$ cat config.mk
export PLATFORM = sky130hd
export DESIGN_NAME = aga_core
export DESIGN_NICKNAME = d
export VERILOG_FILES = /design/src/include/aga_pkg.sv /design/src/rtl/aga_alu8.sv /design/src/rtl/aga_dadj.sv /design/src/rtl/aga_core.sv
export SDC_FILE = /design/constraint.sdc
export NUM_CORES = 1
export LEC_CHECK = 0
export BUFFER_PORTS_ARGS = -buffer_cell sky130_fd_sc_hd__buf_4
export CORE_MARGIN = 4
export CORE_UTILIZATION = 45
export CTS_CLUSTER_SIZE = 8
export DETAILED_ROUTE_END_ITERATION = 10
export GPL_TIMING_DRIVEN = 0
export PLACE_DENSITY = 0.77
export RECOVER_POWER = 25
export SLEW_MARGIN = 20
export SYNTH_ARGS = -nofsm -noshare
export SYNTH_HDL_FRONTEND = slang
export SYNTH_SLANG_ARGS = --single-unit
$ cat constraint.sdc
create_clock -name clk_i -period 4.3 [get_ports clk_i]
set_input_delay 0.645 -clock clk_i [delete_from_list [all_inputs] [get_ports clk_i]]
set_output_delay 0.645 -clock clk_i [all_outputs]
set_load 0.02 [all_outputs]
$ cat src/include/aga_pkg.sv
// Shared types and constants for the accumulator-group execution unit.
// Assumes one clock; one instruction state equals one clock cycle.
package aga_pkg;

  typedef enum logic [4:0] {
    OP_PLAIN_SUM,
    OP_SUM_WITH_CARRY,
    OP_PLAIN_DIFFERENCE,
    OP_SUBTRACT_WITH_BORROW,
    OP_LOGICAL_AND,
    OP_LOGICAL_OR,
    OP_EXCLUSIVE_OR,
    OP_COMPARE,
    OP_ACCUMULATOR_INVERT,
    OP_CARRY_INVERT,
    OP_CARRY_FORCE_ONE,
    OP_DECIMAL_ADJUST,
    OP_CIRCULAR_ROTATE_LEFT,
    OP_CIRCULAR_ROTATE_RIGHT,
    OP_ROTATE_LEFT_THROUGH_CARRY,
    OP_ROTATE_RIGHT_THROUGH_CARRY,
    OP_PAIR_SUM_INTO_POINTER,
    OP_DIRECT_ACCUMULATOR_LOAD,
    OP_DIRECT_ACCUMULATOR_STORE,
    OP_INDIRECT_ACCUMULATOR_LOAD,
    OP_INDIRECT_ACCUMULATOR_STORE
  } aga_op_e;

  typedef enum logic [1:0] {
    SRC_REG,
    SRC_MEM,
    SRC_IMM
  } aga_src_e;

  typedef struct packed {
    aga_op_e op;
    aga_src_e src;
    logic [2:0] reg_sel;
    logic [1:0] pair_sel;
    logic [7:0] byte2;
    logic [7:0] byte3;
  } aga_instr_s;

  typedef struct packed {
    logic s;
    logic z;
    logic ac;
    logic p;
    logic c;
  } aga_flags_s;

  typedef struct packed {
    logic rd;
    logic wr;
    logic [15:0] addr;
    logic [7:0] wdata;
  } aga_mem_s;

  // Cycle counts per instruction class.
  localparam logic [3:0] CYC_SHORT = 4'h4;
  localparam logic [3:0] CYC_MEM = 4'h7;
  localparam logic [3:0] CYC_PAIR = 4'ha;
  localparam logic [3:0] CYC_DIRECT = 4'hd;

  // Register file indices; index 6 is the flag byte on the register port.
  localparam logic [2:0] IDX_B = 3'h0;
  localparam logic [2:0] IDX_C = 3'h1;
  localparam logic [2:0] IDX_D = 3'h2;
  localparam logic [2:0] IDX_E = 3'h3;
  localparam logic [2:0] IDX_H = 3'h4;
  localparam logic [2:0] IDX_L = 3'h5;
  localparam logic [2:0] IDX_A = 3'h7;
  localparam logic [3:0] ADDR_L = 4'h5;
  localparam logic [3:0] ADDR_FLAGS = 4'h6;
  localparam logic [3:0] ADDR_A = 4'h7;
  localparam logic [3:0] ADDR_SPL = 4'h8;
  localparam logic [3:0] ADDR_SPH = 4'h9;

  // Flag positions within the flag byte.
  localparam int FLAG_C_BIT = 0;
  localparam int FLAG_P_BIT = 2;
  localparam int FLAG_AC_BIT = 4;
  localparam int FLAG_Z_BIT = 6;
  localparam int FLAG_S_BIT = 7;

  localparam logic [7:0] RST_BYTE = 8'h00;
  localparam logic [15:0] RST_SP = 16'h0000;
  localparam logic [3:0] BCD_MAX = 4'h9;
  localparam logic [3:0] BCD_FIX = 4'h6;

  function automatic logic op_uses_operand(aga_op_e op);
    return op inside {OP_PLAIN_SUM, OP_SUM_WITH_CARRY, OP_PLAIN_DIFFERENCE,
                      OP_SUBTRACT_WITH_BORROW, OP_LOGICAL_AND, OP_LOGICAL_OR,
                      OP_EXCLUSIVE_OR, OP_COMPARE};
  endfunction

  function automatic logic op_sets_all_flags(aga_op_e op);
    return op_uses_operand(op) || op == OP_DECIMAL_ADJUST;
  endfunction

  function automatic logic op_sets_carry_only(aga_op_e op);
    return op inside {OP_CARRY_INVERT, OP_CARRY_FORCE_ONE, OP_CIRCULAR_ROTATE_LEFT,
                      OP_CIRCULAR_ROTATE_RIGHT, OP_ROTATE_LEFT_THROUGH_CARRY,
                      OP_ROTATE_RIGHT_THROUGH_CARRY, OP_PAIR_SUM_INTO_POINTER};
  endfunction

  function automatic logic op_writes_acc(aga_op_e op);
    return (op_uses_operand(op) && op != OP_COMPARE) ||
           op inside {OP_ACCUMULATOR_INVERT, OP_DECIMAL_ADJUST, OP_CIRCULAR_ROTATE_LEFT,
                      OP_CIRCULAR_ROTATE_RIGHT, OP_ROTATE_LEFT_THROUGH_CARRY,
                      OP_ROTATE_RIGHT_THROUGH_CARRY, OP_DIRECT_ACCUMULATOR_LOAD,
                      OP_INDIRECT_ACCUMULATOR_LOAD};
  endfunction

  function automatic logic op_reads_mem(aga_op_e op, aga_src_e src);
    return (op_uses_operand(op) && src == SRC_MEM) ||
           op inside {OP_DIRECT_ACCUMULATOR_LOAD, OP_INDIRECT_ACCUMULATOR_LOAD};
  endfunction

  function automatic logic [3:0] cycles_of(aga_op_e op, aga_src_e src);
    logic [3:0] n;
    n = CYC_SHORT;
    case (op)
      OP_PAIR_SUM_INTO_POINTER: n = CYC_PAIR;
      OP_DIRECT_ACCUMULATOR_LOAD, OP_DIRECT_ACCUMULATOR_STORE: n = CYC_DIRECT;
      OP_INDIRECT_ACCUMULATOR_LOAD, OP_INDIRECT_ACCUMULATOR_STORE: n = CYC_MEM;
      default:
      begin
        if (op_uses_operand(op) && src != SRC_REG)
        begin
          n = CYC_MEM;
        end
      end
    endcase
    return n;
  endfunction

endpackage

$ cat src/rtl/aga_alu8.sv
// Combinational 8-bit arithmetic, logic and rotate unit with flag results.
// Assumes the caller selects which flags it keeps.
`timescale 1ns/1ps
module aga_alu8 (
  // Operation and operands
  input wire aga_pkg::aga_op_e op_i,
  input wire logic [7:0] a_i,
  input wire logic [7:0] b_i,
  input wire logic carry_i,
  // Result
  output logic [7:0] res_o,
  output aga_pkg::aga_flags_s flags_o
);
  import aga_pkg::*;

  logic is_sub;
  logic [7:0] bx;
  logic ci;
  logic [8:0] wide;
  logic [4:0] low;

  always_comb
  begin
    is_sub = op_i inside {OP_PLAIN_DIFFERENCE, OP_SUBTRACT_WITH_BORROW, OP_COMPARE};
    ci = (op_i inside {OP_SUM_WITH_CARRY, OP_SUBTRACT_WITH_BORROW}) ? carry_i : 1'b0;
    // Subtraction is a plus the inverted operand plus the inverted borrow.
    bx = is_sub ? ~b_i : b_i;
    if (is_sub)
    begin
      ci = ~ci;
    end
    wide = {1'b0, a_i} + {1'b0, bx} + {8'h00, ci};
    low = {1'b0, a_i[3:0]} + {1'b0, bx[3:0]} + {4'h0, ci};
    res_o = wide[7:0];
    flags_o.c = is_sub ? ~wide[8] : wide[8];
    flags_o.ac = low[4];
    case (op_i)
      OP_LOGICAL_AND:
      begin
        res_o = a_i & b_i;
        flags_o.c = 1'b0;
        flags_o.ac = 1'b0;
      end
      OP_LOGICAL_OR:
      begin
        res_o = a_i | b_i;
        flags_o.c = 1'b0;
        flags_o.ac = 1'b0;
      end
      OP_EXCLUSIVE_OR:
      begin
        res_o = a_i ^ b_i;
        flags_o.c = 1'b0;
        flags_o.ac = 1'b0;
      end
      OP_ACCUMULATOR_INVERT:
      begin
        res_o = ~a_i;
        flags_o.c = carry_i;
      end
      OP_CARRY_INVERT:
      begin
        res_o = a_i;
        flags_o.c = ~carry_i;
      end
      OP_CARRY_FORCE_ONE:
      begin
        res_o = a_i;
        flags_o.c = 1'b1;
      end
      OP_CIRCULAR_ROTATE_LEFT:
      begin
        res_o = {a_i[6:0], a_i[7]};
        flags_o.c = a_i[7];
      end
      OP_CIRCULAR_ROTATE_RIGHT:
      begin
        res_o = {a_i[0], a_i[7:1]};
        flags_o.c = a_i[0];
      end
      OP_ROTATE_LEFT_THROUGH_CARRY:
      begin
        res_o = {a_i[6:0], carry_i};
        flags_o.c = a_i[7];
      end
      OP_ROTATE_RIGHT_THROUGH_CARRY:
      begin
        res_o = {carry_i, a_i[7:1]};
        flags_o.c = a_i[0];
      end
      default:
      begin
        res_o = wide[7:0];
      end
    endcase
    flags_o.z = (res_o == 8'h00);
    flags_o.s = res_o[7];
    flags_o.p = ~^res_o;
  end

endmodule

$ cat src/rtl/aga_dadj.sv
// Combinational decimal correction of the accumulator into two BCD digits.
// Assumes carry and auxiliary carry come from the preceding arithmetic.
`timescale 1ns/1ps
module aga_dadj (
  // Accumulator and incoming flags
  input wire logic [7:0] a_i,
  input wire aga_pkg::aga_flags_s flags_i,
  // Corrected result
  output logic [7:0] res_o,
  output aga_pkg::aga_flags_s flags_o
);
  import aga_pkg::*;

  logic lo_fix;
  logic hi_fix;
  logic [7:0] corr;
  logic [4:0] low;

  always_comb
  begin
    lo_fix = (a_i[3:0] > BCD_MAX) || flags_i.ac;
    hi_fix = (a_i[7:4] > BCD_MAX) || flags_i.c ||
             ((a_i[7:4] == BCD_MAX) && (a_i[3:0] > BCD_MAX));
    corr = {hi_fix ? BCD_FIX : 4'h0, lo_fix ? BCD_FIX : 4'h0};
    res_o = a_i + corr;
    low = {1'b0, a_i[3:0]} + {1'b0, corr[3:0]};
    flags_o.c = flags_i.c || hi_fix;
    flags_o.ac = low[4];
    flags_o.z = (res_o == 8'h00);
    flags_o.s = res_o[7];
    flags_o.p = ~^res_o;
  end

endmodule

$ cat src/rtl/aga_core.sv
// Accumulator-group execution unit: register file, flags, sequencing and memory port.
// Assumes an external sequencer issues decoded instructions and memory answers
// a read in the cycle after the read strobe.
//
// Overview of operation
// - Add operand plus carry, update five flags.
// - Plain add; register 4, memory 7 cycles.
// - AND into accumulator, carry cleared.
// - OR into accumulator, carry cleared.
// - Invert accumulator, flags untouched, 4 cycles.
// - Invert carry only, 4 cycles.
// - Compare sets flags, accumulator kept.
// - Decimal adjust into two BCD digits.
// - Pair added into HL, carry only, 10.
// - Direct store to high:low address, 13 cycles.
// - Rotate left through carry, carry only.
// - Circular rotate left, bit 7 to carry.
// - Subtract; borrow sets carry, five flags.
// - Subtract with borrow; memory 7, register 4.
// - Set carry to one, nothing else.
// - Flags: zero, sign, even parity, carries.
// - XOR into accumulator, carry cleared.
`timescale 1ns/1ps
module aga_core (
  // Clock and reset
  input wire logic clk_i,
  input wire logic resetn_i,
  // Instruction issue
  input wire logic issue_i,
  input wire aga_pkg::aga_instr_s instr_i,
  output logic ready_o,
  output logic done_o,
  // Memory port
  output aga_pkg::aga_mem_s mem_o,
  input wire logic [7:0] mem_rdata_i,
  // Register port
  input wire logic [3:0] reg_addr_i,
  input wire logic [7:0] reg_wdata_i,
  input wire logic reg_we_i,
  input wire logic reg_re_i,
  output logic [7:0] reg_rdata_o,
  // Status
  output logic [7:0] acc_o,
  output aga_pkg::aga_flags_s flags_o
);
  import aga_pkg::*;

  typedef enum logic {
    ST_IDLE,
    ST_EXEC
  } aga_state_e;

  aga_state_e state_q;
  aga_instr_s instr_q;
  logic [3:0] cnt_q;
  logic rd_pend_q;
  logic [7:0] opnd_q;
  logic [7:0] rf_q [8];
  logic [15:0] sp_q;
  aga_flags_s flags_q;
  aga_mem_s mem_q;
  logic [7:0] rdata_q;

  logic accept;
  logic commit;
  logic idle_we;
  logic [7:0] acc;
  logic [15:0] hl;
  logic [15:0] bc;
  logic [15:0] de;
  logic [15:0] pair_val;
  logic [16:0] pair_sum;
  logic [15:0] addr_d;
  logic [7:0] sel_opnd;
  logic [7:0] alu_res;
  logic [7:0] adj_res;
  logic [7:0] acc_d;
  logic [7:0] flag_byte;
  aga_flags_s alu_flags;
  aga_flags_s adj_flags;

  assign accept = (state_q == ST_IDLE) && issue_i;
  assign commit = (state_q == ST_EXEC) && (cnt_q == 4'h0);
  assign idle_we = reg_we_i && (state_q == ST_IDLE);
  assign ready_o = (state_q == ST_IDLE);
  assign done_o = commit;
  assign mem_o = mem_q;
  assign reg_rdata_o = rdata_q;
  assign acc_o = rf_q[IDX_A];
  assign flags_o = flags_q;
  assign acc = rf_q[IDX_A];
  assign hl = {rf_q[IDX_H], rf_q[IDX_L]};
  assign bc = {rf_q[IDX_B], rf_q[IDX_C]};
  assign de = {rf_q[IDX_D], rf_q[IDX_E]};

  // Sequencing: each instruction holds the unit for its listed state count.
  always_ff @(posedge clk_i or negedge resetn_i)
  begin
    if (!resetn_i)
    begin
      state_q <= ST_IDLE;
      cnt_q <= 4'h0;
    end
    else
    begin
      case (state_q)
        ST_IDLE:
        begin
          if (issue_i)
          begin
            state_q <= ST_EXEC;
            cnt_q <= 4'(cycles_of(instr_i.op, instr_i.src) - 4'h1);
          end
        end
        ST_EXEC:
        begin
          if (cnt_q == 4'h0)
          begin
            state_q <= ST_IDLE;
          end
          else
          begin
            cnt_q <= 4'(cnt_q - 4'h1);
          end
        end
        default:
        begin
          state_q <= ST_IDLE;
        end
      endcase
    end
  end

  always_ff @(posedge clk_i or negedge resetn_i)
  begin
    if (!resetn_i)
    begin
      instr_q <= '0;
    end
    else if (accept)
    begin
      instr_q <= instr_i;
    end
  end

  // Memory address for the instruction being issued.
  always_comb
  begin
    case (instr_i.op)
      OP_DIRECT_ACCUMULATOR_LOAD, OP_DIRECT_ACCUMULATOR_STORE:
      begin
        addr_d = {instr_i.byte3, instr_i.byte2};
      end
      OP_INDIRECT_ACCUMULATOR_LOAD, OP_INDIRECT_ACCUMULATOR_STORE:
      begin
        addr_d = instr_i.pair_sel[0] ? de : bc;
      end
      default:
      begin
        addr_d = hl;
      end
    endcase
  end

  // Memory strobes go out in the cycle after issue.
  always_ff @(posedge clk_i or negedge resetn_i)
  begin
    if (!resetn_i)
    begin
      mem_q <= '0;
      rd_pend_q <= 1'b0;
    end
    else
    begin
      mem_q.rd <= accept && op_reads_mem(instr_i.op, instr_i.src);
      mem_q.wr <= accept && (instr_i.op inside {OP_DIRECT_ACCUMULATOR_STORE,
                                                OP_INDIRECT_ACCUMULATOR_STORE});
      if (accept)
      begin
        mem_q.addr <= addr_d;
        mem_q.wdata <= acc;
      end
      rd_pend_q <= mem_q.rd;
    end
  end

  always_ff @(posedge clk_i or negedge resetn_i)
  begin
    if (!resetn_i)
    begin
      opnd_q <= RST_BYTE;
    end
    else if (rd_pend_q)
    begin
      opnd_q <= mem_rdata_i;
    end
  end

  // Operand and result selection.
  always_comb
  begin
    case (instr_q.src)
      SRC_REG: sel_opnd = rf_q[instr_q.reg_sel];
      SRC_MEM: sel_opnd = opnd_q;
      SRC_IMM: sel_opnd = instr_q.byte2;
      default: sel_opnd = RST_BYTE;
    endcase
    case (instr_q.pair_sel)
      2'h0: pair_val = bc;
      2'h1: pair_val = de;
      2'h2: pair_val = hl;
      default: pair_val = sp_q;
    endcase
    pair_sum = {1'b0, hl} + {1'b0, pair_val};
    case (instr_q.op)
      OP_DECIMAL_ADJUST: acc_d = adj_res;
      OP_DIRECT_ACCUMULATOR_LOAD, OP_INDIRECT_ACCUMULATOR_LOAD: acc_d = opnd_q;
      default: acc_d = alu_res;
    endcase
  end

  aga_alu8 u_alu (
    .op_i(instr_q.op),
    .a_i(acc),
    .b_i(sel_opnd),
    .carry_i(flags_q.c),
    .res_o(alu_res),
    .flags_o(alu_flags)
  );

  aga_dadj u_dadj (
    .a_i(acc),
    .flags_i(flags_q),
    .res_o(adj_res),
    .flags_o(adj_flags)
  );

  // Register file: the port writes only while idle, results land at commit.
  always_ff @(posedge clk_i or negedge resetn_i)
  begin
    if (!resetn_i)
    begin
      for (int i = 0; i < 8; i++)
      begin
        rf_q[i] <= RST_BYTE;
      end
    end
    else if (idle_we && (reg_addr_i <= ADDR_L || reg_addr_i == ADDR_A))
    begin
      rf_q[reg_addr_i[2:0]] <= reg_wdata_i;
    end
    else if (commit)
    begin
      if (op_writes_acc(instr_q.op))
      begin
        rf_q[IDX_A] <= acc_d;
      end
      if (instr_q.op == OP_PAIR_SUM_INTO_POINTER)
      begin
        rf_q[IDX_H] <= pair_sum[15:8];
        rf_q[IDX_L] <= pair_sum[7:0];
      end
    end
  end

  always_ff @(posedge clk_i or negedge resetn_i)
  begin
    if (!resetn_i)
    begin
      sp_q <= RST_SP;
    end
    else if (idle_we && reg_addr_i == ADDR_SPL)
    begin
      sp_q[7:0] <= reg_wdata_i;
    end
    else if (idle_we && reg_addr_i == ADDR_SPH)
    begin
      sp_q[15:8] <= reg_wdata_i;
    end
  end

  // Flags: five-flag ops take all, carry-only ops touch carry alone.
  always_ff @(posedge clk_i or negedge resetn_i)
  begin
    if (!resetn_i)
    begin
      flags_q <= '0;
    end
    else if (idle_we && reg_addr_i == ADDR_FLAGS)
    begin
      flags_q.c <= reg_wdata_i[FLAG_C_BIT];
      flags_q.p <= reg_wdata_i[FLAG_P_BIT];
      flags_q.ac <= reg_wdata_i[FLAG_AC_BIT];
      flags_q.z <= reg_wdata_i[FLAG_Z_BIT];
      flags_q.s <= reg_wdata_i[FLAG_S_BIT];
    end
    else if (commit && op_sets_all_flags(instr_q.op))
    begin
      flags_q <= (instr_q.op == OP_DECIMAL_ADJUST) ? adj_flags : alu_flags;
    end
    else if (commit && op_sets_carry_only(instr_q.op))
    begin
      flags_q.c <= (instr_q.op == OP_PAIR_SUM_INTO_POINTER) ? pair_sum[16] : alu_flags.c;
    end
  end

  // Register port read data stands for one cycle after the read strobe.
  always_comb
  begin
    flag_byte = 8'h00;
    flag_byte[FLAG_C_BIT] = flags_q.c;
    flag_byte[FLAG_P_BIT] = flags_q.p;
    flag_byte[FLAG_AC_BIT] = flags_q.ac;
    flag_byte[FLAG_Z_BIT] = flags_q.z;
    flag_byte[FLAG_S_BIT] = flags_q.s;
  end

  always_ff @(posedge clk_i or negedge resetn_i)
  begin
    if (!resetn_i)
    begin
      rdata_q <= RST_BYTE;
    end
    else if (!reg_re_i)
    begin
      rdata_q <= RST_BYTE;
    end
    else if (reg_addr_i == ADDR_FLAGS)
    begin
      rdata_q <= flag_byte;
    end
    else if (reg_addr_i <= ADDR_A)
    begin
      rdata_q <= rf_q[reg_addr_i[2:0]];
    end
    else if (reg_addr_i == ADDR_SPL)
    begin
      rdata_q <= sp_q[7:0];
    end
    else if (reg_addr_i == ADDR_SPH)
    begin
      rdata_q <= sp_q[15:8];
    end
    else
    begin
      rdata_q <= RST_BYTE;
    end
  end
endmodule

==> reports/qor.yml, run 1 <==
run_status: "finished with violations"
violations: "max-capacitance violations, max-slew violations, negative setup slack"
final_common_cell: "dfrtp_1"
path_cells: "mux4_2, mux2i_1, nor2_1, a21oi_2, o21ai_4, xor2_2, fa_2, fa_2, nor2b_1, o21ai_1, o21ai_1, xor2_1, a21oi_2, ha_1, xnor2_2, xnor2_1, o211ai_1, o21ai_1, o21ai_1"
cts_tree: "yes"
vias: 9829
fin_skew_ps: 15.3
yosysWarnings: 0
yosysUniqueCellTypes: 77
max_cap_viol_count: 1
drv_slew: 57
rsz0062_at_grt: "true"
drc: 0
die_area_um2: 27400
antenna_cells: 0
r2r-start: "bc[8]$_DFFE_PN0P_"
worstPathArrival_ps: 4810
ant_nets: 0
final_core_util_pct: 53.6
setup_viol: 1
slowest_stage: "mux4_2"
pwr-share-comb_pct: 64.7
cp_max_fo: 5
drive_above_1_share_pct: 27.7
routed_via_density: 6.31
cpPeakStageDelay_ps: 550
clk_latency_ps: 450
switching_share_pct: 47.2
synth_area_per_cell_um2: 10.1
hp-start: "mem_o[25]$_DFF_PN0_"
power_frac_seq_pct: 22.0
worst_slack_ps: -147
crit_top_cell: "o21ai_1"
startpoint: "bc[8]$_DFFE_PN0P_"
path_buf_inv: 0
worst_pin_slew_ps: 3200
clockRootBuffer: "clkbuf_16"
hold_violations: 0
die-width_um: 166
period_share_pct: 103
cpLargestDelayFamily: "adder cells"
p_per_area_nw_per_um2: 965
tns_ps: -147
synth-seq-cells: 153
crit_required_ps: 4660
first_global_vias: 9664
placementRows: 57
first_pass_iters: 5
synth-edff-count: 0
maxSlewHeadroom_pct: -114
drt_iter0_markers: 1043
fmax_mhz: 225
cts.sinks: 153
grt_max_degree: 98
gr-total-overflow: 0
cts_buffers: 17
holdBufCountCts: 0
wl_per_cell_um: 24.7
clockBufferDepth: 2
min_path_type: "reg -> reg"
die_h_um: 166
place_hpwl_mm: 28.4
syn_to_final_growth_pct: 17.2
internal-power_mw: 6.67
place.gp.congestion: 1.04
synth_area_um2: 11200
worst-setup-path-type: "reg -> reg"
fin_crit_ps: 4450
synth_top_flop_cell: "dfrtp_1"
nets: 1329
clockPowerShare_pct: 13.3
antenna_found_initial: 0
ys_seq_area_share_pct: 34.3
leakage_nw: 5.83
critPathCaptureType: "flip-flop"
postSynthCellCount: 1101
async_reset_ff_share_pct: 100
synth_nets: 1210
final_cell_mix: "dfrtp_1, buf_4, nand2_1"
grt_pass1_wl_mm: 57.6
start_util_pct: 45.8
track_usage_pct: 28.1
placed_area_um2: 12300
num_io_pins: 102
cts-htree-levels: 4
final_area_um2: 13100
wl_mm: 38.4
place_ws_ps: -627
p_sw_mw: 5.96
port_buffers: 92
clk_pin_slew_ps: 70
start_kind: "flip-flop"
vdd_drop_max_v: 0.000443
core_area_um2: 24400
-- per-layer routing --
metal | GRT usage, % | up-vias | part of all wire [%]
met3 | 7.02 | 167 | 9.3
li1 | - | 4291 | -
met2 | 43.3 | 592 | 45
met4 | 15.1 | 0 | 6.7
met5 | 0 | - | 0
met1 | 36.4 | 4779 | 39
-- per-stage QoR --
| stage | total power [mW] | std cells | hold slack [ps] |
|---|---|---|---|
| finish | 12.6 | 1557 | 387 |
| global route | 13.4 | 1557 | 393 |
| CTS | 12.3 | 1554 | 129 |
| detailed placement | 10.3 | 1518 | 371 |
| global placement | 10.2 | 1517 | 375 |
| floorplan | 8.12 | 1101 | 349 |
-- worst paths after layout --
kind / to / slack (ps) / cells past startpoint
worst max-delay path: flags_o[1]$_DFFE_PN0P_ / -150 / 19
worst min-delay path: rd_pend_q$_DFF_PN0_ / 390 / 0
worst max register to register: flags_o[1]$_DFFE_PN0P_ / -150 / 19
worst min register to register: rd_pend_q$_DFF_PN0_ / 390 / 0
max in group asynchronous: de[1]$_DFFE_PN0P_ / 1230 / 1
min in group asynchronous: mem_o[19]$_DFFE_PN0P_ / 1240 / 1
-- timing repair --
action | in CTS | in global routing
setup buffers | 4 | 3
setup endpoints to repair | 3 | 2
pin swaps | 5 | 9
gates resized for setup | 26 | 14
-- cells by family after synthesis --
family                     synth area share (%)
muxes                                      22.6
buffers and inverters                      5.54
DFF                                        34.3
AOI/OAI and AO/OA                          15.6
xor gates and xnor gates                   3.53
adders and majority gates                  6.55
and+or+nand+nor                            11.9
-- area by class of cell --
cell class	count	area (um^2)
buffer	94	533
clock buffer	18	439
clock inverter	14	199
fill	2203	11300
inverter	32	120
multi-input combinational	822	6790
sequential	153	3830
tap	324	405
timing repair buffer	100	767
-- flip-flops by register name (all words and copies together), names as in the netlist --
signal and cells:
flags_o 5, opnd_q 8, reg_rdata_o 8, bc 16, de 16, instr_q 20
acc_o 8, cnt_q 4, state_q 1, hl 16, rd_pend_q 1, mem_o 26
sp_q 16, rf_q 8
-- power by group through the flow --
stage / Clock (mW) / Sequential (mW) / Combinational [mW]
finish: 1.68 / 2.77 / 8.17
global route: 1.75 / 2.79 / 8.87
CTS: 1.68 / 2.72 / 7.87
detailed placement: 0 / 2.73 / 7.59
global placement: 0 / 2.72 / 7.48
floorplan: 0 / 2.51 / 5.61
-- synthesized netlist by cell type, drive strengths merged, types with 5 or more instances --
master | n | area share, %
dfrtp | 153 | 34
o21ai | 96 | 4.4
nand2 | 93 | 3.3
mux2 | 80 | 8.1
nor2 | 78 | 2.6
mux2i | 58 | 5.2
buf | 55 | 3.1
ha | 52 | 5.8
a21oi | 51 | 2.3
mux4 | 46 | 9.3
clkbuf | 39 | 1.3
inv | 32 | 1.1
xnor2 | 28 | 2.2
a221oi | 21 | 1.7
nand2b | 17 | 0.95
nor2b | 17 | 0.95
o22ai | 17 | 0.95
xor2 | 17 | 1.3
nor3 | 12 | 0.78
a21o | 11 | 0.74
nand3 | 11 | 0.49
a22oi | 10 | 0.67
nand3b | 10 | 0.67
and3 | 9 | 0.50
o21a | 9 | 0.61
a211oi | 7 | 0.47
a41oi | 5 | 0.46
and2 | 5 | 0.28
nor4 | 5 | 0.34
No activity file was read; power rests on OpenSTA's default activity.
==> run 2: changes to the inputs <==
ABC_AREA = 1   (was not set)
==> reports/qor.yml, run 2 <==
grt_pass1_wl_mm: 68.1  # +18%
wl_mm: 45.1  # +17%
cpPeakStageDelay_ps: 730  # +180 ps
final_common_cell: "nand2_1"
synth_top_area_cell: "dfrtp_1"
fin_skew_ps: 12.7  # -2.57 ps
run_status: "finished with violations"
clockRootBuffer: "clkbuf_16"
vias: 12027  # +22%
setup_viol: 0  # -1
async_reset_ff_share_pct: 100  # unchanged
min_path_type: "reg -> reg"
yosysMostFrequentCell: "nand2_1"
largest_reg_flops: 26  # unchanged
drc: 0  # unchanged
nets: 1851  # +39%
slowest_stage: "dfrtp_1"
cts-htree-levels: 4  # unchanged
cp_max_fo: 8  # +3
yosys-top-cells-count: "nand2_1, o21ai_0, inv_1"
max_cap_viol_count: 1  # unchanged
synth_area_per_cell_um2: 6.88  # -32%
drt_iter0_markers: 1407  # +35%
first_global_vias: 11421  # +18%
ys_seq_area_share_pct: 34.5  # +0.19 points
grt_max_degree: 97  # -1.0%
path_cells: "inv_1, a21oi_1, o21ai_0, nand3_1, o211ai_1, nand2_1, xor2_1, ha_1, nand2_1, o21a_1, nand3b_1, nand3_1, nand2_1, inv_1, ha_1, xnor2_2, xnor2_2, o21ai_1, o21ai_1, nand2_1"
fmax_mhz: 244  # +8.7%
crit_required_ps: 4630  # -30 ps
cts_tree: "yes"
synth-seq-cells: 153  # unchanged
start_kind: "flip-flop"
finalPower_mw: 12.7  # +0.39%
drive_above_1_share_pct: 14.1  # -14 points
core_area_um2: 24300  # -0.29%
whs_ps: 387  # +0.515 ps
wl_per_cell_um: 21.7  # -12%
cts_buffers: 17  # unchanged
synth_nets: 1722  # +42%
critPathCaptureType: "flip-flop"
worstPathArrival_ps: 4420  # -390 ps
period_share_pct: 95.2  # -8.2 points
syn_to_final_growth_pct: 17.8
die_area_um2: 27300  # -0.51%
yosysWarnings: 0  # unchanged
clockBufferDepth: 2  # unchanged
synth-edff-count: 0  # unchanged
fin_crit_ps: 4090  # -354 ps
start_util_pct: 45.7  # -0.11 points
drv_slew: 58  # +1.8%
final_area_um2: 13100  # about the same
worst-setup-path-type: "reg -> reg"
routed_via_density: 5.78  # -8.4%
antenna_cells: 0  # unchanged
num_io_pins: 102  # unchanged
final_cell_mix: "nand2_1, o21ai_0, inv_1"
maxSlewHeadroom_pct: -125  # -11 points
hp-start: "mem_o[25]$_DFF_PN0_"
violations: "max-capacitance violations, max-slew violations"
track_usage_pct: 33.3  # +5.2 points
crit_top_cell: "nand2_1"
antenna_found_initial: 0  # unchanged
place.gp.congestion: 1.06  # +2.1%
cts.sinks: 153  # unchanged
synth_top_cell_area_share_pct: 34.5  # +0.19 points
ant_nets: 0  # unchanged
worst_pin_slew_ps: 3370  # +167 ps
placementRows: 57  # unchanged
vdd_drop_max_v: 0.000662  # +49%
die_h_um: 165  # -0.25%
startpoint: "acc_o[5]$_DFFE_PN0P_"
leakage_nw: 6.65  # +14%
yosysUniqueCellTypes: 44  # -43%
p_per_area_nw_per_um2: 969  # +0.40%
tns_ps: 0  # +147 ps
place_hpwl_mm: 33.9  # +19%
clk_pin_slew_ps: 70  # about the same
first_pass_iters: 5  # unchanged
port_buffers: 100  # +8.7%
clk_latency_ps: 440  # about the same
postSynthCellCount: 1613  # +47%
synth_area_um2: 11100  # -0.54%
hold_violations: 0  # unchanged
synth_top_flop_cell: "dfrtp_1"
die-width_um: 165  # -0.25%
final_core_util_pct: 53.8  # +0.15 points
r2r-start: "acc_o[5]$_DFFE_PN0P_"
gr-total-overflow: 0  # unchanged
synthTopCellsByArea: "dfrtp_1, nand2_1, o21ai_0, inv_1, ha_1"
placed_area_um2: 12300  # unchanged
-- run 2: kinds of logic (layout without fill, tap and decap cells) --
group | Yosys count | in the layout | share of synthesized area [%]
adder cells (fa/ha/maj) | 56 | 56 | 6.58
AND/OR/NAND/NOR | 692 | 692 | 26.7
AO/OA/AOI/OAI | 424 | 424 | 20.9
flip-flops | 153 | 153 | 34.5
buffers and inverters | 266 | 408 | 9.67
XOR/XNOR | 21 | 21 | 1.66
multiplexers | 1 | 1 | 0.101
-- run 2: path summary, 6_finish.rpt --
check / end / slack, ps / cells past startpoint
max: flags_o[1]$_DFFE_PN0P_ / 210 / 20
min: rd_pend_q$_DFF_PN0_ / 390 / 0
max reg2reg: flags_o[1]$_DFFE_PN0P_ / 210 / 20
min reg2reg: rd_pend_q$_DFF_PN0_ / 390 / 0
max in group asynchronous: instr_q[18]$_DFFE_PN0P_ / 820 / 1
min in group asynchronous: sp_q[10]$_DFFE_PN0P_ / 1330 / 1
-- run 2: per-layer routing --
layer  share of wire [%]  track usage (%)
met5                   0                0
met4                 4.9             14.3
met3                 8.3             4.59
met2                  45             53.2
met1                  42             45.5
-- run 2: critical path, delay by kind of cell (launching register included) --
kind	cells	cell delay [ps]
AOI/OAI and AO/OA	6	920
xor gates and xnor gates	3	440
adders and majority gates	2	660
buffers and inverters	2	420
DFF	1	730
and+or+nand+nor	7	830
-- run 2: report_power, final --
part | internal (mW) | switching [mW] | total [mW]
registers | 1.94 | 0.857 | 2.79
clock network | 0.950 | 0.705 | 1.65
logic | 3.17 | 5.05 | 8.22
-- run 2: layout make-up --
type / instances / area, um^2
plain buffers: 75 / 385
clock buffers: 19 / 443
multi-input cells: 1194 / 6250
clock inverters: 13 / 181
repair buffers: 112 / 857
inverters: 189 / 729
flip-flops and latches: 153 / 3830
well taps: 324 / 405
fillers: 2401 / 11200
-- run 2: repair_timing --
| action | 4_1_cts | 5_1_grt |
|---|---|---|
| hold endpoints to repair | 0 | 0 |
| setup endpoints to repair | 1 | 1 |
| setup buffers | 3 | 8 |
| gates resized for setup | 17 | 33 |
| pin swaps | 2 | 8 |
| hold buffers | 0 | 0 |
-- run 2: stage by stage --
| stage | cells | worst slack, ps |
|---|---|---|
| detailed placement | 2038 | -311 |
| CTS | 2072 | 18.7 |
| finish | 2079 | 207 |
| global placement | 2037 | -346 |
| floorplan | 1613 | 511 |
| global route | 2079 | -28.9 |
==> run 3: changes to the inputs <==
GPL_TIMING_DRIVEN = not set   (was 0)
==> reports/qor.yml, run 3 (synthesis results as in run 2) <==
p_per_area_nw_per_um2: 963  # -0.58%
vdd_drop_max_v: 0.000619  # -6.5%
die_area_um2: 27300  # unchanged
maxSlewHeadroom_pct: -68.0  # +57 points
antenna_found_initial: 0  # unchanged
slowest_stage: "dfrtp_2"
cts_tree: "yes"
setup_viol: 0  # unchanged
cpPeakStageDelay_ps: 440  # -290 ps
gr-total-overflow: 0  # unchanged
wl_mm: 44.2  # -2.0%
clk_latency_ps: 440  # about the same
grt_max_degree: 98  # +1.0%
start_util_pct: 45.7  # unchanged
num_io_pins: 102  # unchanged
crit_required_ps: 4620  # about the same
start_kind: "flip-flop"
holdBufCountCts: 0  # unchanged
pwr-share-comb_pct: 66.7  # +1.8 points
period_share_pct: 92.6  # -2.6 points
max_cap_viol_count: 1  # unchanged
clockPowerShare_pct: 13.5  # +0.4 points
whs_ps: 382  # -5.50 ps
critPathCaptureType: "flip-flop"
leakage_nw: 6.73  # +1.2%
fin_crit_ps: 3980  # -111 ps
track_usage_pct: 32.5  # -0.78 points
largest_reg_flops: 26  # unchanged
die_h_um: 165  # unchanged
clockRootBuffer: "clkbuf_16"
final_common_cell: "nand2_1"
clk_pin_slew_ps: 70  # about the same
first_global_vias: 11591  # +1.5%
syn_to_final_growth_pct: 17.6
port_buffers: 101  # +1.0%
place_hpwl_mm: 33.7  # -0.52%
worst_pin_slew_ps: 2520  # -850 ps
run_status: "finished with violations"
path_buf_inv: 3  # +1
internal-power_mw: 6.10  # +0.79%
switching_share_pct: 51.5  # -0.75 points
drc: 0  # unchanged
core_area_um2: 24300  # unchanged
grt_pass1_wl_mm: 66.9  # -1.7%
first_pass_iters: 6  # +1
ant_nets: 0  # unchanged
nets: 1829  # -1.2%
vias: 12181  # +1.3%
clockBufferDepth: 2  # unchanged
worst-setup-path-type: "reg -> reg"
worstPathArrival_ps: 4300  # -120 ps
cts_buffers: 17  # unchanged
violations: "max-capacitance violations, max-slew violations"
placementRows: 57  # unchanged
cp_max_fo: 13  # +5
fmax_mhz: 251  # +2.8%
cpLargestDelayFamily: "compound AO/OA/AOI/OAI gates"
min_path_type: "reg -> reg"
routed_via_density: 5.92  # +2.4%
finalPower_mw: 12.6  # -0.75%
drv_slew: 98  # +69%
die-width_um: 165  # unchanged
hold_violations: 0  # unchanged
power_frac_seq_pct: 19.8  # -2.2 points
wl_per_cell_um: 21.5  # -0.97%
path_cells: "buf_2, buf_4, o21ai_0, nand2_1, o211ai_1, nand2_1, xor2_1, ha_1, nand2_1, o21ai_0, nand2_1, nand3b_1, nand3_1, nand2_1, inv_1, ha_1, xnor2_2, xnor2_1, o21ai_1, o21ai_1, nand2_1"
p_sw_mw: 6.47  # -2.2%
drive_above_1_share_pct: 15.0  # +0.88 points
place.gp.congestion: 1.06  # +0.62%
drt_iter0_markers: 1623  # +15%
cts-htree-levels: 4  # unchanged
crit_top_cell: "nand2_1"
fin_skew_ps: 13.9  # +1.14 ps
final_cell_mix: "nand2_1, o21ai_0, inv_1"
cts.sinks: 153  # unchanged
[run 3: layout make-up]
cell class                      count  area, um^2
Tap cell                          324         405
Clock inverter                     13         205
Clock buffer                       18         439
Timing Repair Buffer              165        1230
Fill cell                        2358       11300
Antenna cell                        1        2.50
Inverter                          189         712
Sequential cell                   153        3830
Multi-Input combinational cell   1194        6230
[run 3: repair_timing]
| item | CTS | global route |
|---|---|---|
| buffers inserted | 0 | 4 |
| endpoints found under the setup margin | 0 | 1 |
| gates resized for setup | 0 | 23 |
| hold endpoints to repair | 0 | 0 |
[run 3: metrics by stage]
step           utilization [%]  cells  worst slack, ps  area [um^2]  setup TNS [ps]
2_1_floorplan                -   1613              511        11100               0
5_1_grt                   53.7   2056            -8.84        13100           -8.84
3_5_place_dp              50.8   2021              243        12400               0
3_3_place_gp              50.8   2021              302        12400               0
6_report                  53.7   2057              317        13100               0
4_1_cts                   53.5   2052              209        13000               0
[run 3: routing by layer]
metal	track usage [%]	part of all wire, %
met3	7.05	9.7
met4	18.8	6.9
met5	0	0
met1	40.8	38
met2	51.8	45
[run 3: final timing paths]
path / start / endpoint / slack [ps] / depth (start not counted)
setup reg to reg: instr_q[18]$_DFFE_PN0P_ / flags_o[1]$_DFFE_PN0P_ / 320 / 21
min in group asynchronous: resetn_i / sp_q[10]$_DFFE_PN0P_ / 980 / 1
hold / removal: rf_q[15]$_DFFE_PN0P_ / rf_q[15]$_DFFE_PN0P_ / 380 / 0
max in group asynchronous: resetn_i / instr_q[24]$_DFFE_PN0P_ / 1660 / 1
setup / recovery: instr_q[18]$_DFFE_PN0P_ / flags_o[1]$_DFFE_PN0P_ / 320 / 21
hold reg to reg: rf_q[15]$_DFFE_PN0P_ / rf_q[15]$_DFFE_PN0P_ / 380 / 0
[run 3: power by group through the flow]
stage | combinational (mW) | sequential [mW] | clock, mW
floorplan | 5.27 | 2.47 | 0
finish | 8.39 | 2.49 | 1.70
global placement | 7.77 | 2.47 | 0
detailed placement | 7.85 | 2.48 | 0
CTS | 7.91 | 2.46 | 1.70
global route | 9.29 | 2.53 | 1.77
